===== src/rtl/hss_pkg.sv =====
// Package for the serial return path of a dual high-side switch.
// Assumes one system clock; serial pins arrive asynchronously.
//
// Overview of operation
// - Chip select low loads return byte, MSB first
// - Bits after eight echo received serial input
// - Latch message only on multiple of eight
// - Chip select high tristates output; summary fault clears at chip select low when selection is 000 and no fault is present
// - Invalid length changes no configuration register
// - Return bit7 is previous toggle, selects output
// - Status selection holds until next select write
// - Selection 000 returns selected output fault flags
// - Summary fault set by any, cleared on read
// - Fault pin holds latched faults until switch-on
// - Selection 001 returns sense enables, on-commands
// - Selection 010 returns overcurrent levels
// - Selection 011 returns blanking, timeout, openload disables
// - Selection 100 returns input control settings
// - Selection 101/0 returns delay code, failsafe0
// - Selection 101/1 returns watchdog code, expired, failsafe1
// - Selection 110/0 returns live input pin levels
// - Selection 110/1 returns supply protect disables
// - Selection 111 returns null data
package hss_pkg;

    localparam logic [3:0] ADDR_STATUS_SEL  = 4'h0;
    localparam logic [3:0] ADDR_OUT_CTRL    = 4'h1;
    localparam logic [3:0] ADDR_OC_LEVEL    = 4'h2;
    localparam logic [3:0] ADDR_BLANKING    = 4'h3;
    localparam logic [3:0] ADDR_INPUT_CTRL  = 4'h4;
    localparam logic [3:0] ADDR_TURN_DELAY  = 4'h5;
    localparam logic [3:0] ADDR_WATCHDOG    = 4'hD;
    localparam logic [3:0] ADDR_SUPPLY      = 4'hE;
    localparam logic [2:0] SEL_RESET        = 3'h7;
    localparam logic [2:0] BIT_CNT_MASK     = 3'h7;

    typedef struct packed {
        logic overtemp_flag;
        logic high_overcurrent_flag;
        logic low_overcurrent_flag;
        logic open_load_flag;
        logic undervoltage_flag;
        logic overvoltage_flag;
    } hss_fault_type;

    typedef struct packed {
        logic input_1;
        logic input_0;
        logic failsafe_input;
        logic wake_input;
    } hss_pins_type;

endpackage : hss_pkg


===== src/rtl/hss_spi_status_readback.sv =====
// Serial return path: shift register, message latch and readback mux.
// Serial pins are sampled by i_clk; sclk must be well below 25 MHz.
`timescale 1ns/1ns
module hss_spi_status_readback
    import hss_pkg::*;
(
    input  wire logic          i_clk,
    input  wire logic          i_reset_n,
    input  wire logic          i_cs_n,
    input  wire logic          i_sclk,
    input  wire logic          i_sdi,
    input  wire hss_fault_type i_fault_0,
    input  wire hss_fault_type i_fault_1,
    input  wire logic          i_fault_latched,
    input  wire hss_pins_type  i_pins,
    input  wire logic          i_failsafe_state_out0,
    input  wire logic          i_failsafe_state_out1,
    input  wire logic          i_watchdog_expired_flag,
    input  wire logic          i_direct_on,
    output logic               o_sdo,
    output logic               o_sdo_oe_n,
    output logic               o_fault_indicator_pin,
    output logic               o_msg_valid,
    output logic [7:0]         o_msg
);

    logic [1:0] cs_sync, sclk_sync, sdi_sync;
    logic [4:0] pins_sync1, pins_sync2;
    logic       cs_d, sclk_d;
    logic       cs_fall, cs_rise, sclk_rise, sclk_fall;

    always_ff @(posedge i_clk or negedge i_reset_n) begin
        if (!i_reset_n) begin
            cs_sync    <= 2'h3;
            sclk_sync  <= 2'h0;
            sdi_sync   <= 2'h0;
            pins_sync1 <= 5'h00;
            pins_sync2 <= 5'h00;
            cs_d       <= 1'b1;
            sclk_d     <= 1'b0;
        end else begin
            cs_sync    <= {cs_sync[0], i_cs_n};
            sclk_sync  <= {sclk_sync[0], i_sclk};
            sdi_sync   <= {sdi_sync[0], i_sdi};
            pins_sync1 <= {i_pins, i_direct_on};
            pins_sync2 <= pins_sync1;
            cs_d       <= cs_sync[1];
            sclk_d     <= sclk_sync[1];
        end
    end

    assign cs_fall   = cs_d && !cs_sync[1];
    assign cs_rise   = !cs_d && cs_sync[1];
    assign sclk_rise = !cs_sync[1] && !sclk_d && sclk_sync[1];
    assign sclk_fall = !cs_sync[1] && sclk_d && !sclk_sync[1];

    hss_pins_type pins_live;
    logic         direct_on_sync;
    assign pins_live      = hss_pins_type'(pins_sync2[4:1]);
    assign direct_on_sync = pins_sync2[0];

    // Configuration registers, one copy per output where selectable
    logic [2:0] status_select_reg;
    logic       prior_select_field;
    logic [1:0] serial_on_cmd, sense_enable;
    logic [3:0] overcurrent_level_reg [2];
    logic [3:0] blanking_openload_reg [2];
    logic [3:0] input_control_reg [2];
    logic [2:0] turn_on_delay_reg;
    logic [1:0] watchdog_period_reg;
    logic [1:0] supply_protect_reg;
    logic       summary_fault;

    // Shift path
    logic [7:0] rx_shift, tx_shift;
    logic [7:0] bit_cnt;
    logic       past_eight;
    logic [7:0] return_byte;
    logic       out_sel;

    assign out_sel = prior_select_field;

    always_comb begin
        return_byte = 8'h00;
        return_byte[7] = prior_select_field;
        unique case (status_select_reg)
            3'h0: begin
                return_byte[6:1] = out_sel ? i_fault_1 : i_fault_0;
                return_byte[0]   = summary_fault;
            end
            3'h1: begin
                return_byte[6:0] = {3'h1, sense_enable[1],
                    serial_on_cmd[1], sense_enable[0],
                    serial_on_cmd[0]};
            end
            3'h2: return_byte[6:0] =
                {3'h2, overcurrent_level_reg[out_sel]};
            3'h3: return_byte[6:0] =
                {3'h3, blanking_openload_reg[out_sel]};
            3'h4: return_byte[6:0] =
                {3'h4, input_control_reg[out_sel]};
            3'h5: begin
                if (!out_sel)
                    return_byte[6:0] = {3'h5, i_failsafe_state_out0,
                        turn_on_delay_reg};
                else
                    return_byte[6:0] = {3'h5, i_failsafe_state_out1,
                        i_watchdog_expired_flag,
                        watchdog_period_reg};
            end
            3'h6: begin
                if (!out_sel)
                    return_byte[6:0] = {3'h6, pins_live};
                else
                    return_byte[6:0] = {5'h18, supply_protect_reg};
            end
            3'h7: return_byte[6:0] = 7'h00;
        endcase
    end

    logic [7:0] echo_fifo;
    always_ff @(posedge i_clk or negedge i_reset_n) begin
        if (!i_reset_n) begin
            rx_shift   <= 8'h00;
            tx_shift   <= 8'h00;
            bit_cnt    <= 8'h00;
            o_sdo      <= 1'b0;
            o_sdo_oe_n <= 1'b1;
            past_eight <= 1'b0;
            echo_fifo  <= 8'h00;
        end else if (cs_fall) begin
            tx_shift   <= return_byte;
            o_sdo      <= return_byte[7];
            o_sdo_oe_n <= 1'b0;
            bit_cnt    <= 8'h00;
            past_eight <= 1'b0;
        end else if (cs_rise) begin
            o_sdo_oe_n <= 1'b1;
        end else if (sclk_rise) begin
            rx_shift  <= {rx_shift[6:0], sdi_sync[1]};
            echo_fifo <= {echo_fifo[6:0], sdi_sync[1]};
            bit_cnt   <= bit_cnt + 8'h01;
        end else if (sclk_fall) begin
            // Eight-bit delay line gives echo of the input stream
            if (bit_cnt[2:0] == 3'h0 && bit_cnt != 8'h00)
                past_eight <= 1'b1;
            tx_shift <= {tx_shift[6:0], 1'b0};
            if (past_eight || (bit_cnt[2:0] == 3'h0 && bit_cnt != 8'h00))
                o_sdo <= echo_fifo[7];
            else
                o_sdo <= tx_shift[6];
        end
    end

    // Length checked on rise; only the last byte of a chain is ours
    logic msg_ok;
    assign msg_ok = cs_rise && bit_cnt != 8'h00 &&
        (bit_cnt[2:0] & BIT_CNT_MASK) == 3'h0;

    always_ff @(posedge i_clk or negedge i_reset_n) begin
        if (!i_reset_n) begin
            o_msg_valid <= 1'b0;
            o_msg       <= 8'h00;
        end else begin
            o_msg_valid <= msg_ok;
            if (msg_ok)
                o_msg <= rx_shift;
        end
    end

    logic [3:0] addr;
    assign addr = {rx_shift[7] & rx_shift[6], rx_shift[6:4]};

    always_ff @(posedge i_clk or negedge i_reset_n) begin
        if (!i_reset_n) begin
            status_select_reg        <= SEL_RESET;
            prior_select_field       <= 1'b0;
            serial_on_cmd            <= 2'h0;
            sense_enable             <= 2'h0;
            overcurrent_level_reg[0] <= 4'h0;
            overcurrent_level_reg[1] <= 4'h0;
            blanking_openload_reg[0] <= 4'h0;
            blanking_openload_reg[1] <= 4'h0;
            input_control_reg[0]     <= 4'h0;
            input_control_reg[1]     <= 4'h0;
            turn_on_delay_reg        <= 3'h0;
            watchdog_period_reg      <= 2'h0;
            supply_protect_reg       <= 2'h0;
        end else if (msg_ok) begin
            prior_select_field <= rx_shift[7];
            unique case (rx_shift[6:4])
                ADDR_STATUS_SEL[2:0]:
                    status_select_reg <= rx_shift[2:0];
                ADDR_OUT_CTRL[2:0]: begin
                    serial_on_cmd[rx_shift[7]] <= rx_shift[0];
                    sense_enable[rx_shift[7]]  <= rx_shift[3];
                end
                ADDR_OC_LEVEL[2:0]:
                    overcurrent_level_reg[rx_shift[7]] <= rx_shift[3:0];
                ADDR_BLANKING[2:0]:
                    blanking_openload_reg[rx_shift[7]] <= rx_shift[3:0];
                ADDR_INPUT_CTRL[2:0]:
                    input_control_reg[rx_shift[7]] <= rx_shift[3:0];
                ADDR_TURN_DELAY[2:0]: begin
                    if (addr == ADDR_WATCHDOG)
                        watchdog_period_reg <= rx_shift[1:0];
                    else
                        turn_on_delay_reg <= rx_shift[2:0];
                end
                3'h6: begin
                    if (addr == ADDR_SUPPLY)
                        supply_protect_reg <= rx_shift[1:0];
                end
                3'h7: ;
            endcase
        end
    end

    // Summary fault: set wins over clear-on-read
    logic any_fault, read_fault, switch_on;
    assign any_fault  = |{i_fault_0, i_fault_1};
    assign read_fault = cs_fall && status_select_reg == 3'h0;
    assign switch_on  = (msg_ok && rx_shift[6:4] == ADDR_OUT_CTRL[2:0]
        && rx_shift[0]) || direct_on_sync;

    always_ff @(posedge i_clk or negedge i_reset_n) begin
        if (!i_reset_n)
            summary_fault <= 1'b0;
        else if (any_fault)
            summary_fault <= 1'b1;
        else if (read_fault)
            summary_fault <= 1'b0;
    end

    always_ff @(posedge i_clk or negedge i_reset_n) begin
        if (!i_reset_n)
            o_fault_indicator_pin <= 1'b0;
        else if (any_fault)
            o_fault_indicator_pin <= 1'b1;
        else if (!i_fault_latched || switch_on)
            o_fault_indicator_pin <= 1'b0;
    end
endmodule : hss_spi_status_readback


===== config.mk =====
export PLATFORM = sky130hd
export DESIGN_NAME = hss_spi_status_readback
export DESIGN_NICKNAME = d
export VERILOG_FILES = /design/src/rtl/hss_pkg.sv /design/src/rtl/hss_spi_status_readback.sv
export SDC_FILE = /design/constraint.sdc
export NUM_CORES = 1
export LEC_CHECK = 0
export BUFFER_PORTS_ARGS = -buffer_cell sky130_fd_sc_hd__buf_4
export CORE_MARGIN = 3
export CORE_UTILIZATION = 50
export CTS_CLUSTER_DIAMETER = 100
export DETAILED_ROUTE_END_ITERATION = 8
export GPL_ROUTABILITY_DRIVEN = 0
export PLACE_DENSITY = 0.74
export RECOVER_POWER = 50
export SETUP_SLACK_MARGIN = 0.5
export SLEW_MARGIN = 20
export SYNTH_ARGS = -nofsm -noshare
export SYNTH_HDL_FRONTEND = slang
export SYNTH_SLANG_ARGS = --single-unit

===== constraint.sdc =====
create_clock -name i_clk -period 2.1 [get_ports i_clk]
set_input_delay 0.105 -clock i_clk [delete_from_list [all_inputs] [get_ports i_clk]]
set_output_delay 0.105 -clock i_clk [all_outputs]
set_load 0.02 [all_outputs]

## Word-level counts from Yosys, hierarchy flattened

Index checks and enable logic that the tools add are counted.

| word-level totals | value |
|---|---|
| flip-flop bits (word level) | 102 |
| output and inout port bits | 12 |
| word-level logic and storage cells | 150 |

| cells by class | value |
|---|---|
| $add $sub $neg | 1 |
| order comparisons | 5 |
| equality and inequality tests | 17 |
| muxes and demuxes | 45 |
| bitwise gates (word level) | 6 |
| reduce and logical (&&, ||, !) cells | 45 |

Operator list:

| cell | number |
|---|---|
| one-hot mux 7 bit (8 select lines) | 1 |
| 2-to-1 mux 4 bit | 12 |
| 2-to-1 mux 7 bit | 4 |
| bitwise mux 8 bit | 3 |
| 2-to-1 mux 8 bit | 3 |
| equality test 3 bit (second input constant) | 7 |
| 2-to-1 mux 1 bit | 17 |
| AND reduction 3 bit | 5 |
| logical AND 1 bit | 14 |
| equality test 3 x 2 -> 1 bit (second input constant) | 4 |
| AND reduction 2 bit | 6 |
| nonzero test 2 bit | 6 |
| OR reduction 12 bit | 1 |
| logical NOT 3 bit | 3 |
| adder 8 x 1 -> 8 bit (second input constant) | 1 |
| equality test 4 bit (second input constant) | 2 |
| nonzero test 8 bit | 1 |
| equality test 3 x 1 -> 1 bit (second input constant) | 2 |
| 2-to-1 mux 6 bit | 1 |
| logical NOT 1 bit | 5 |
| bitwise mux 2 bit | 2 |
| demux 4 bit (select 1 bit) | 1 |
| >= comparator 2 bit (second input constant) | 2 |
| inequality test 2 bit (second input constant) | 2 |
| other kinds (9) | 14 |

## Longest topological paths before layout

Gate-level depths: netlist (run 1).

| depth | value |
|---|---|
| depth after elaboration | 10 |
| gate-level depth with buffers | 8 |

## Worst setup path before layout (run 1)

No wires, ideal clock.

| timing path | value |
|---|---|
| kind | reg-to-reg |
| from | reg cs_sync[1] |
| to | reg turn_on_delay_reg[0] |
| setup time | 0.125 ns |
| arrival time | 1.820 ns |
| path slack | 0.155 ns |
| cell stages (with the launch flop) | 7 |
| cell sequence | dfstp_2 -> ha_1 -> inv_1 -> a211o_1 -> buf_4 -> nor4b_4 -> mux2_2 |

| between the ends | value |
|---|---|
| word-level cells in the longest chain between the ends | 4 |

Ends and longest elaborated chain:

| what | line | RTL |
|---|---|---|
| start: declaration | hss_spi_status_readback.sv:27 | `logic [1:0] cs_sync, sclk_sync, sdi_sync;` |
| start signal: assignment | hss_spi_status_readback.sv:42 | `cs_sync <= {cs_sync[0], i_cs_n};` |
| logical AND 1 bit | hss_spi_status_readback.sv:53 | `assign cs_rise = !cs_d && cs_sync[1];` |
| logical AND 1 bit (2 in series) | hss_spi_status_readback.sv:157 | `assign msg_ok = cs_rise && bit_cnt != 8'h00 &&` |
| AND reduction 3 bit (no source line) | -- |  |
| end signal: assignment | hss_spi_status_readback.sv:208 | `turn_on_delay_reg <= rx_shift[2:0];` |
| end: declaration | hss_spi_status_readback.sv:69 | `logic [2:0] turn_on_delay_reg;` |

No other way between the ends.
A chain may end at the register's enable or synchronous reset.

## Worst setup path in the final report (run 1)

| timing path | value |
|---|---|
| from | reg bit_cnt[1] |
| to | reg status_select_reg[1] |

| between the ends | value |
|---|---|
| word-level cells in the longest chain between the ends | 4 |
| elaborated cells between the ends (all ways) | 5 |
| those cells by class | reduce/logical (5) |

Ends and longest elaborated chain:

| what | line | RTL |
|---|---|---|
| start: declaration | hss_spi_status_readback.sv:76 | `logic [7:0] bit_cnt;` |
| start signal: assignment | hss_spi_status_readback.sv:142 | `bit_cnt <= bit_cnt + 8'h01;` |
| nonzero test 8 bit | hss_spi_status_readback.sv:157 |  |
| logical AND 1 bit | hss_spi_status_readback.sv:157 |  |
| logical AND 1 bit * | hss_spi_status_readback.sv:157 |  |
| AND reduction 2 bit (no source line) * | -- |  |
| end signal: assignment | hss_spi_status_readback.sv:193 | `status_select_reg <= rx_shift[2:0];` |
| end: declaration | hss_spi_status_readback.sv:63 | `logic [2:0] status_select_reg;` |

Every way passes the cells marked *; elsewhere a longest branch is shown, timed or not.

==> impl_results.md, run 1 <==
- Post-synth cell types: 51
- Endpoints failing hold: 0
- Post-synthesis average cell area: 12.1 um2
- Post-synthesis cell area: ~4300 um2
- DR iter-0 viols: 266
- IO Count: 38
- First-pass GRT wire length: 16800 um
- Syn Inst Count: between 300 and 400
- EDFF count, synth: 0
- Clk root buf: clkbuf_8
- Routed length per instance: slightly above 20 um
- Syn-to-layout area delta: 37.1%
- Worst Path Required: 2.41 ns
- H-tree depth: 3
- Top_reg_cell synth: dfrtp_1
- Longest Clk Path Bufs: 2
- Ys async rst share: 100%
- RR Endpoint: status_select_reg[1]
- All-Layer GR Usage: 22.0%
- Worst relative slew slack: 23.0%
- WL final: 11700 um
- Net count, final: 489
- DR pass1 iterations: 5
- Crit-path max FO: 6
- Routed vias/inst: 5.96
- PD cells: 899 nW/um2
- Clock Latency Late Sink: 0.39 ns
- Via count: 3384
- Layout cells sized above 1: 49.7%
- Post-DRT Antenna Nets: 0
- TNS Setup: 0 ns
- Period minus WS final: 2.09 ns
- Hold Path Class: primary input to register
- Sequential fraction of the synthesis area: a little over half
- Crit path launch: bit_cnt[1]
- Syn Nets: approximately 390
- CTS Buf Count: 9
- Max-capacitance violation count: 0
- Die area: around 10000 um2
- Number of buffers added on ports: 37
- Critical Path Sink: status_select_reg[1]
- Clock skew: 0.0155 ns
- CTS clk-pin slew, worst paths: 0.10 ns
- Post-layout power: 5.33 mW
- Largest net degree at the start of global routing: 46
- Critical path class: register to register
- Worst Max-Slew Pin Slew: ~1.2 ns
- Detailed placement HPWL: 6810 um
- Residual DRC: 0
- Multi-input gate area: 2230 um2
- Commonest cells after routing, fill and taps aside: dfrtp_1, buf_4, mux2_2, mux2_4, mux2i_1
- Vias in the first global route: 3256
- Register area: around 2300 um2
- Peak VDD IR: ~0.0008 V
- CTS Sinks: 93
- Fin crit share: between 90% and 100%
- Commonest non-fill, non-tap cell in the layout: dfrtp_1
- Status: finished, final reports clean
- Yosys warns: 0
- Starting Density: 52.1%
- Slew Viols, Final: 0
- Leakage: 2.65 nW
- Crit. End Element: register
- Chip Height: approximately 100 um
- RSZ-0062 raised after global routing: yes
- Beginning of the worst register-to-register path: bit_cnt[1]
- R2R Setup Slk: 0.01 ns
- CTS tree: yes
- Crit start category: register
- Total grt overflow: 0
- R2R cell count: 8
- Cell Rows: 33
- Final setup fails: 0
- Filler cells: 506
- CP arrival: 2.40 ns
- Initial antenna violation count: 0
- Core area: 8300 um2
- Flop and latch count out of synthesis: between 90 and 100
- Die X: about 99 um
- Diodes inserted: 0
- Max Clk Rate: 479 MHz
==> metrics by stage <==
step / area (um2) / instances / hold slack [ns] / worst slack [ns] / utilization (%)
global route: 5930 / 568 / 0.164 / -0.0658 / 71.5
CTS: 5520 / 543 / 0.145 / 0.0831 / 66.5
finish: 5930 / 568 / 0.159 / 0.0123 / 71.5
detailed placement: 4920 / 499 / 0.150 / 0.0625 / 59.3
floorplan: 4440 / 358 / -0.191 / 0.212 / -
global placement: 4920 / 499 / 0.138 / 0.116 / 59.3
==> power by group <==
group / internal [mW] / switching [mW] / total (mW)
clock: 0.461 / 0.744 / 1.21
sequential: 2.05 / 0.342 / 2.39
combinational: 0.903 / 0.834 / 1.74
==> worst min-delay path by stage <==
stage	depth (start not counted)	startpoint	endpoint	slack [ns]
final	4	i_fault_0[4]	summary_fault	0.16
after global routing	4	i_fault_0[4]	summary_fault	0.16
after CTS	4	i_fault_1[1]	summary_fault	0.15
after detailed placement	1	i_reset_n	overcurrent_level_reg[6]	0.15
after global placement	1	i_reset_n	overcurrent_level_reg[5]	0.14
after floorplan	0	i_reset_n	bit_cnt[0]	-0.19
==> layer usage <==
| metal | part of all wire (%) | track usage (%) | vias up |
|---|---|---|---|
| li1 | - | - | 1523 |
| met1 | 43 | 31.0 | 1714 |
| met2 | 49 | 33.5 | 118 |
| met3 | 5.5 | 4.95 | 29 |
| met4 | 2.4 | 8.30 | 0 |
| met5 | 0 | 0 | - |
==> worst max-delay path, cell delays in order, from the launching register on <==
cell and delay, ns:
dfrtp_1 0.40, inv_1 0.07, ha_1 0.13, nand2b_1 0.09, a211o_1 0.32, buf_12 0.16
buf_12 0.14, nor4_4 0.31, mux2_2 0.39
==> cell families after synthesis <==
logic type / count (synthesis) / synth area share [%]
simple gates: 92 / 13.0
compound gates: 57 / 8.94
mux: 75 / 19.1
fa+ha+maj: 5 / 1.45
flops: 93 / 54.0
buf+inv: 36 / 3.53
==> repair_timing <==
action                                 in CTS  in global routing
pin swaps                                  10                 24
gates resized for setup                    41                 56
endpoints found under the hold margin      49                  0
setup endpoints to repair                  69                 73
cloned                                      2                  1
hold buffers                               10                  0
setup buffers                              16                 24
==> cells in the mapped netlist, drive strengths merged, types with 5 or more instances <==
cell type,instances,area [um2]
nor3,11,60.1
a21oi,13,65.1
dfrtp,86,2150
o21ai,10,50.1
nand2,12,45.0
nand2b,10,62.6
inv,13,48.8
mux2i,22,220
o31ai,5,37.5
clkbuf,12,45.0
ha,5,62.6
nand3,6,30.0
dfstp,7,184
nor2,19,73.8
buf,10,55.1
nor4,9,83.8
mux2,52,586
==> layout make-up <==
class | instances | share of cell area [%]
Sequential cell | 93 | 39.4
Timing Repair Buffer | 110 | 16.4
Clock inverter | 7 | 1.14
Tap cell | 105 | 2.21
Clock buffer | 9 | 2.09
Multi-Input combinational cell | 230 | 37.5
Inverter | 14 | 1.14
Power figures use the tool's default switching activity.
==> inputs of run 2 (changes only) <==
Settings changed: GPL_TIMING_DRIVEN from default to 0.
==> run 2 against run 1 <==
Net effect: hold slack about the same; clock skew decreased by 0.0042 ns; sequential share of layout area decreased by 1.4 points; cell count increased by 0.53%; clock power increased by 12%; non-clock buffer count increased by 4; count of clock-buffer cells in the layout unchanged; die area unchanged; wire length increased by 3.6%; first-iteration DRC count increased by 30%; combinational power increased by 6%; global-route usage increased by 1.6 points; critical path type unchanged.
==> impl_results.md, run 2 (synthesis results as in run 1) <==
- Via count: 3507 (+3.6%)
- Final WS setup: 0.0886 ns (+0.0764 ns)
- DR pass1 iterations: 5 (unchanged)
- R2R cell count: 7 (-1)
- Syn-to-layout area delta: 42.1%
- WL final: 12100 um (+3.6%)
- Util after Layout: 74.1% (+2.6 points)
- Post-Layout Inst Area: 6150 um2 (+3.7%)
- Number of buffers added on ports: 37 (unchanged)
- DR iter-0 viols: 346 (+30%)
- DP Area: 4880 um2 (-0.84%)
- All-Layer GR Usage: 23.7% (+1.6 points)
- Largest net degree at the start of global routing: 61 (+33%)
- Status: finished, final reports clean
- Min-delay src: i_fault_1[1]
- Die X: 99.0 um (unchanged)
- PD cells: 888 nW/um2 (-1.2%)
- Initial antenna violation count: 0 (unchanged)
- Max-capacitance violation count: 0 (unchanged)
- Net count, final: 492 (+0.61%)
- Worst relative slew slack: 41.7% (+19 points)
- RR Endpoint: watchdog_period_reg[1]
- Diodes inserted: 0 (unchanged)
- Fin crit share: 95.8% (-3.6 points)
- Hold Slack: 0.159 ns (+0.000125 ns)
- Peak VDD IR: 0.000818 V (+3.1%)
- Total grt overflow: 0 (unchanged)
- Longest Clk Path Bufs: 2 (unchanged)
- Chip Height: 99.0 um (unchanged)
- Routed vias/inst: 6.14 (+3.1%)
- Critical path class: register to register
- Max Clk Rate: 497 MHz (+3.8%)
- Crit-path max FO: 5 (-1)
- Vias in the first global route: 3422 (+5.1%)
- Residual DRC: 0 (unchanged)
- Starting Density: 52.1% (unchanged)
- Routed length per instance: 21.2 um (+3.1%)
- Worst Max-Slew Pin Slew: 0.874 ns (-0.281 ns)
- Detailed placement HPWL: 6690 um (-1.8%)
- Layout cells sized above 1: 52.8% (+3.1 points)
- Commonest non-fill, non-tap cell in the layout: dfrtp_1
- Leakage: 2.75 nW (+3.6%)
- First-pass GRT wire length: 18200 um (+8.0%)
- Hold path cells: 4 (unchanged)
- CP arrival: 2.27 ns (-0.13 ns)
- Cell Rows: 33 (unchanged)
- CTS tree: yes
- Post-layout power: 5.46 mW (+2.4%)
- Slew Viols, Final: 0 (unchanged)
- Clock skew: 0.0113 ns (-0.00416 ns)
- Hold Path Sink: summary_fault
- IO Count: 38 (unchanged)
- Endpoints failing hold: 0 (unchanged)
- Final setup fails: 0 (unchanged)
- Clk root buf: clkbuf_8
- Commonest cells after routing, fill and taps aside: dfrtp_1, buf_4, mux2_4
- CTS clk-pin slew, worst paths: 0.10 ns (about the same)
- Place WS: -0.0164 ns (-0.0789 ns)
- Die area: 9810 um2 (unchanged)
- Crit start category: register
- Clock Latency Late Sink: 0.37 ns (-0.02 ns)
- Beginning of the worst register-to-register path: cs_sync[1]
- Period minus WS final: 2.01 ns (-0.0764 ns)
- Crit. End Element: register
- Post-DRT Antenna Nets: 0 (unchanged)
- Core area: 8300 um2 (unchanged)
- R2R Setup Slk: 0.09 ns (+0.08 ns)
- Hold Path Class: primary input to register
- RSZ-0062 raised after global routing: yes
- CTS Buf Count: 9 (unchanged)
- Worst Path Required: 2.36 ns (-0.05 ns)
- H-tree depth: 3 (unchanged)
- CTS Sinks: 93 (unchanged)
## run 2: power breakdown
group | leakage [nW] | internal, mW | switching [mW]
registers | 1.19 | 2.05 | 0.214
clock network | 0.108 | 0.687 | 0.672
logic | 1.45 | 0.828 | 1.01
total | 2.75 | 3.56 | 1.90
## run 2: layout make-up
| type | instances | area (um2) |
|---|---|---|
| clock inverter | 7 | 104 |
| clock buffer | 9 | 124 |
| sequential | 93 | 2340 |
| buffer | 22 | 190 |
| tap | 105 | 131 |
| fill | 483 | 2150 |
| timing repair buffer | 92 | 797 |
| inverter | 14 | 67.6 |
| multi-input combinational | 229 | 2400 |
## run 2: per-layer routing
layer,track usage (%),routed length [um]
met1,33.4,5120
met5,0,0
met2,37.3,5900
met4,7.35,283
met3,4.46,776
## run 2: timing repair
action                                  4_1_cts  5_1_grt
setup buffers                                30       11
cloned                                        2        1
hold endpoints to repair                     39        0
resized for setup                            89       63
pin swaps                                    18       26
hold buffers                                 10        0
endpoints found under the setup margin       73       74
## run 2: through the flow
stage / instances / setup TNS, ns
5_1_grt: 571 / 0
6_report: 571 / 0
3_5_place_dp: 501 / -0.0486
4_1_cts: 559 / 0
3_3_place_gp: 500 / 0
2_1_floorplan: 358 / 0
## run 2: critical path, cell delays in order (launching register included)
cell and delay (ns):
dfstp_2 0.57, ha_4 0.14, inv_2 0.03, a211o_1 0.30
buf_6 0.16, buf_4 0.14, nor3_4 0.24, mux2_4 0.33
## run 2: worst max-delay path by stage
stage	startpoint	slack, ns	cells after the start	end
2_1_floorplan	bit_cnt[0]	0.21	7	turn_on_delay_reg[0]
3_3_place_gp	bit_cnt[0]	0.02	7	supply_protect_reg[1]
3_5_place_dp	bit_cnt[0]	-0.02	7	supply_protect_reg[1]
4_1_cts	cs_sync[1]	0.10	7	turn_on_delay_reg[1]
5_1_grt	bit_cnt[5]	0.03	5	o_msg[2]
6_report	cs_sync[1]	0.09	7	watchdog_period_reg[1]
==> inputs of run 3 (changes only) <==
Settings changed: CORE_ASPECT_RATIO from default to 1.1.
==> run 3 against run 2 <==
Net effect: die area is essentially flat; clock skew is 0.0016 ns higher; sequential cell count stayed put; total power down 9.0%; wire length shrank 13%; largest power group unchanged; highest routed layer unchanged; non-clock buffer count decreased by 16; count of clock-buffer cells in the layout is 2 higher.
==> impl_results.md, run 3 (synthesis results as in run 1) <==
- Status: finished, final reports clean
- DR iter-0 viols: 267 (-23%)
- Longest Clk Path Bufs: 2 (unchanged)
- Core area: 8170 um2 (-1.6%)
- Worst stage delay on the critical path: 0.59 ns (+0.02 ns)
- All-Layer GR Usage: 21.6% (-2.0 points)
- Crit. End Element: register
- Diodes inserted: 0 (unchanged)
- H-tree depth: 3 (unchanged)
- Hold Slack: 0.115 ns (-0.0444 ns)
- IO Count: 38 (unchanged)
- Number of buffers added on ports: 37 (unchanged)
- Clock skew: 0.0130 ns (+0.00164 ns)
- Met1 wire length: 4720 um (-7.8%)
- Worst relative slew slack: 16.5% (-25 points)
- Worst Max-Slew Pin Slew: 1.25 ns (+0.377 ns)
- PD cells: 853 nW/um2 (-3.9%)
- Post-Layout Inst Area: 5820 um2 (-5.4%)
- Placed Cells: 503 (+0.40%)
- Commonest cells after routing, fill and taps aside: dfrtp_1, buf_4, mux2_4
- Die X: 94.7 um (-4.4%)
- Largest net degree at the start of global routing: 94 (+54%)
- Critical path class: register to register
- CTS clk-pin slew, worst paths: 0.09 ns (about the same)
- Final WS setup: 0.0776 ns (-0.0110 ns)
- Max Clk Rate: 494 MHz (-0.54%)
- CTS Buf Count: 9 (unchanged)
- Util after Layout: 71.3% (-2.8 points)
- Clk root buf: clkbuf_8
- Worst Path Buf+Inv: 3 (unchanged)
- Family with the most delay on the worst path: flip-flops
- Commonest non-fill, non-tap cell in the layout: dfrtp_1
- Post-layout power: 4.97 mW (-9.0%)
- Met3 WL post-DR: 465 um (-40%)
- CP arrival: 2.26 ns (about the same)
- Cell Rows: 34 (+3.0%)
- WL met2: 5200 um (-12%)
- TNS Setup: 0 ns (unchanged)
- Fin crit share: 96.3% (+0.52 points)
- Syn-to-layout area delta: 34.5%
- WL final: 10500 um (-13%)
- DP Area: 4860 um2 (-0.41%)
- Crit-path cells: ha_4 > inv_2 > a211o_1 > buf_6 > nor4b_4 > buf_4 > mux2_4
- Clock Latency Late Sink: 0.36 ns (about the same)
- Starting Density: 53.0% (+0.84 points)
- Net count, final: 476 (-3.3%)
- Routed vias/inst: 5.76 (-6.2%)
- Detailed placement HPWL: 6490 um (-3.0%)
- DR pass1 iterations: 4 (-1)
- Final setup fails: 0 (unchanged)
- Slew Viols, Final: 0 (unchanged)
- Chip Height: 104 um (+4.6%)
- RSZ-0062 raised after global routing: yes
- Top Layer Used: met4
- Post-DRT Antenna Nets: 0 (unchanged)
- Via count: 3214 (-8.4%)
- Residual DRC: 0 (unchanged)
- Total grt overflow: 0 (unchanged)
- Worst Path Required: 2.34 ns (-0.02 ns)
- Endpoints failing hold: 0 (unchanged)
- Post-route insts no fill: 558 (-2.3%)
- Layout cells sized above 1: 46.0% (-6.8 points)
- Vias in the first global route: 3198 (-6.5%)
- Crit start category: register
- Initial antenna violation count: 0 (unchanged)
- Place WS: -0.0997 ns (-0.0833 ns)
- CTS tree: yes
- Routed length per instance: 18.8 um (-11%)
- Die area: 9810 um2 (about the same)
- Leakage: 2.53 nW (-8.1%)
- CTS Sinks: 93 (unchanged)
- First-pass GRT wire length: 16600 um (-8.7%)
- Peak VDD IR: 0.000701 V (-14%)
- CP max stage cell: dfstp_2
- Crit-path max FO: 5 (unchanged)
- Max-capacitance violation count: 0 (unchanged)
- Hold Path Class: primary input to register
- Period minus WS final: 2.02 ns (+0.0110 ns)
- R2R Setup Slk: 0.08 ns (about the same)
run 3: changes by cell type in the layout (fill, tap and decap cells not counted), moves of 3 or more:
cell / delta
clkbuf_4: +3
mux2_4: -12
mux2_2: +12
buf_4: -15
buf_2: -3
nor2_1: +3
clkbuf_1: +11
buf_6: -8
run 3: what timing repair did:
| item | 4_1_cts | 5_1_grt |
|---|---|---|
| resized for setup | 78 | 42 |
| setup buffers | 23 | 4 |
| endpoints found under the hold margin | 95 | 0 |
| hold buffers | 10 | 0 |
| cloned | 1 | 1 |
| pin swaps | 22 | 21 |
| endpoints found under the setup margin | 73 | 73 |
run 3: final cells by class:
type	count	area, um2
fill	545	2350
multi-input combinational	229	2300
clock buffer	11	131
tap	108	135
inverter	14	60.1
timing repair buffer	76	628
buffer	22	193
sequential	93	2340
clock inverter	5	36.3
run 3: worst min-delay path, delay by kind of cell:
kind	cells	cell delay, ns
AOI/OAI and AO/OA	1	0.11
buffers and inverters	1	0.09
and+or+nand+nor	2	0.15
run 3: layer usage:
| layer | vias up | GRT usage (%) |
|---|---|---|
| met1 | 1641 | 31.3 |
| met5 | - | 0 |
| met2 | 76 | 33.7 |
| met3 | 14 | 3.77 |
| li1 | 1483 | - |
| met4 | 0 | 5.77 |
run 3: path summary, 6_finish.rpt:
path / depth (start not counted) / end / startpoint
hold reg to reg: 0 / pins_sync2[3] / pins_sync1[3]
setup reg to reg: 7 / turn_on_delay_reg[0] / cs_sync[1]
setup / recovery: 7 / turn_on_delay_reg[0] / cs_sync[1]
min in group asynchronous: 2 / bit_cnt[0] / i_reset_n
max in group asynchronous: 2 / rx_shift[2] / i_reset_n
hold / removal: 4 / o_fault_indicator_pin / i_fault_1[1]
run 3: power breakdown:
part / total (mW) / leakage [nW] / switching [mW] / internal [mW]
clock: 1.05 / 0.0760 / 0.618 / 0.433
sequential: 2.23 / 1.19 / 0.184 / 2.05
combinational: 1.69 / 1.26 / 0.939 / 0.747
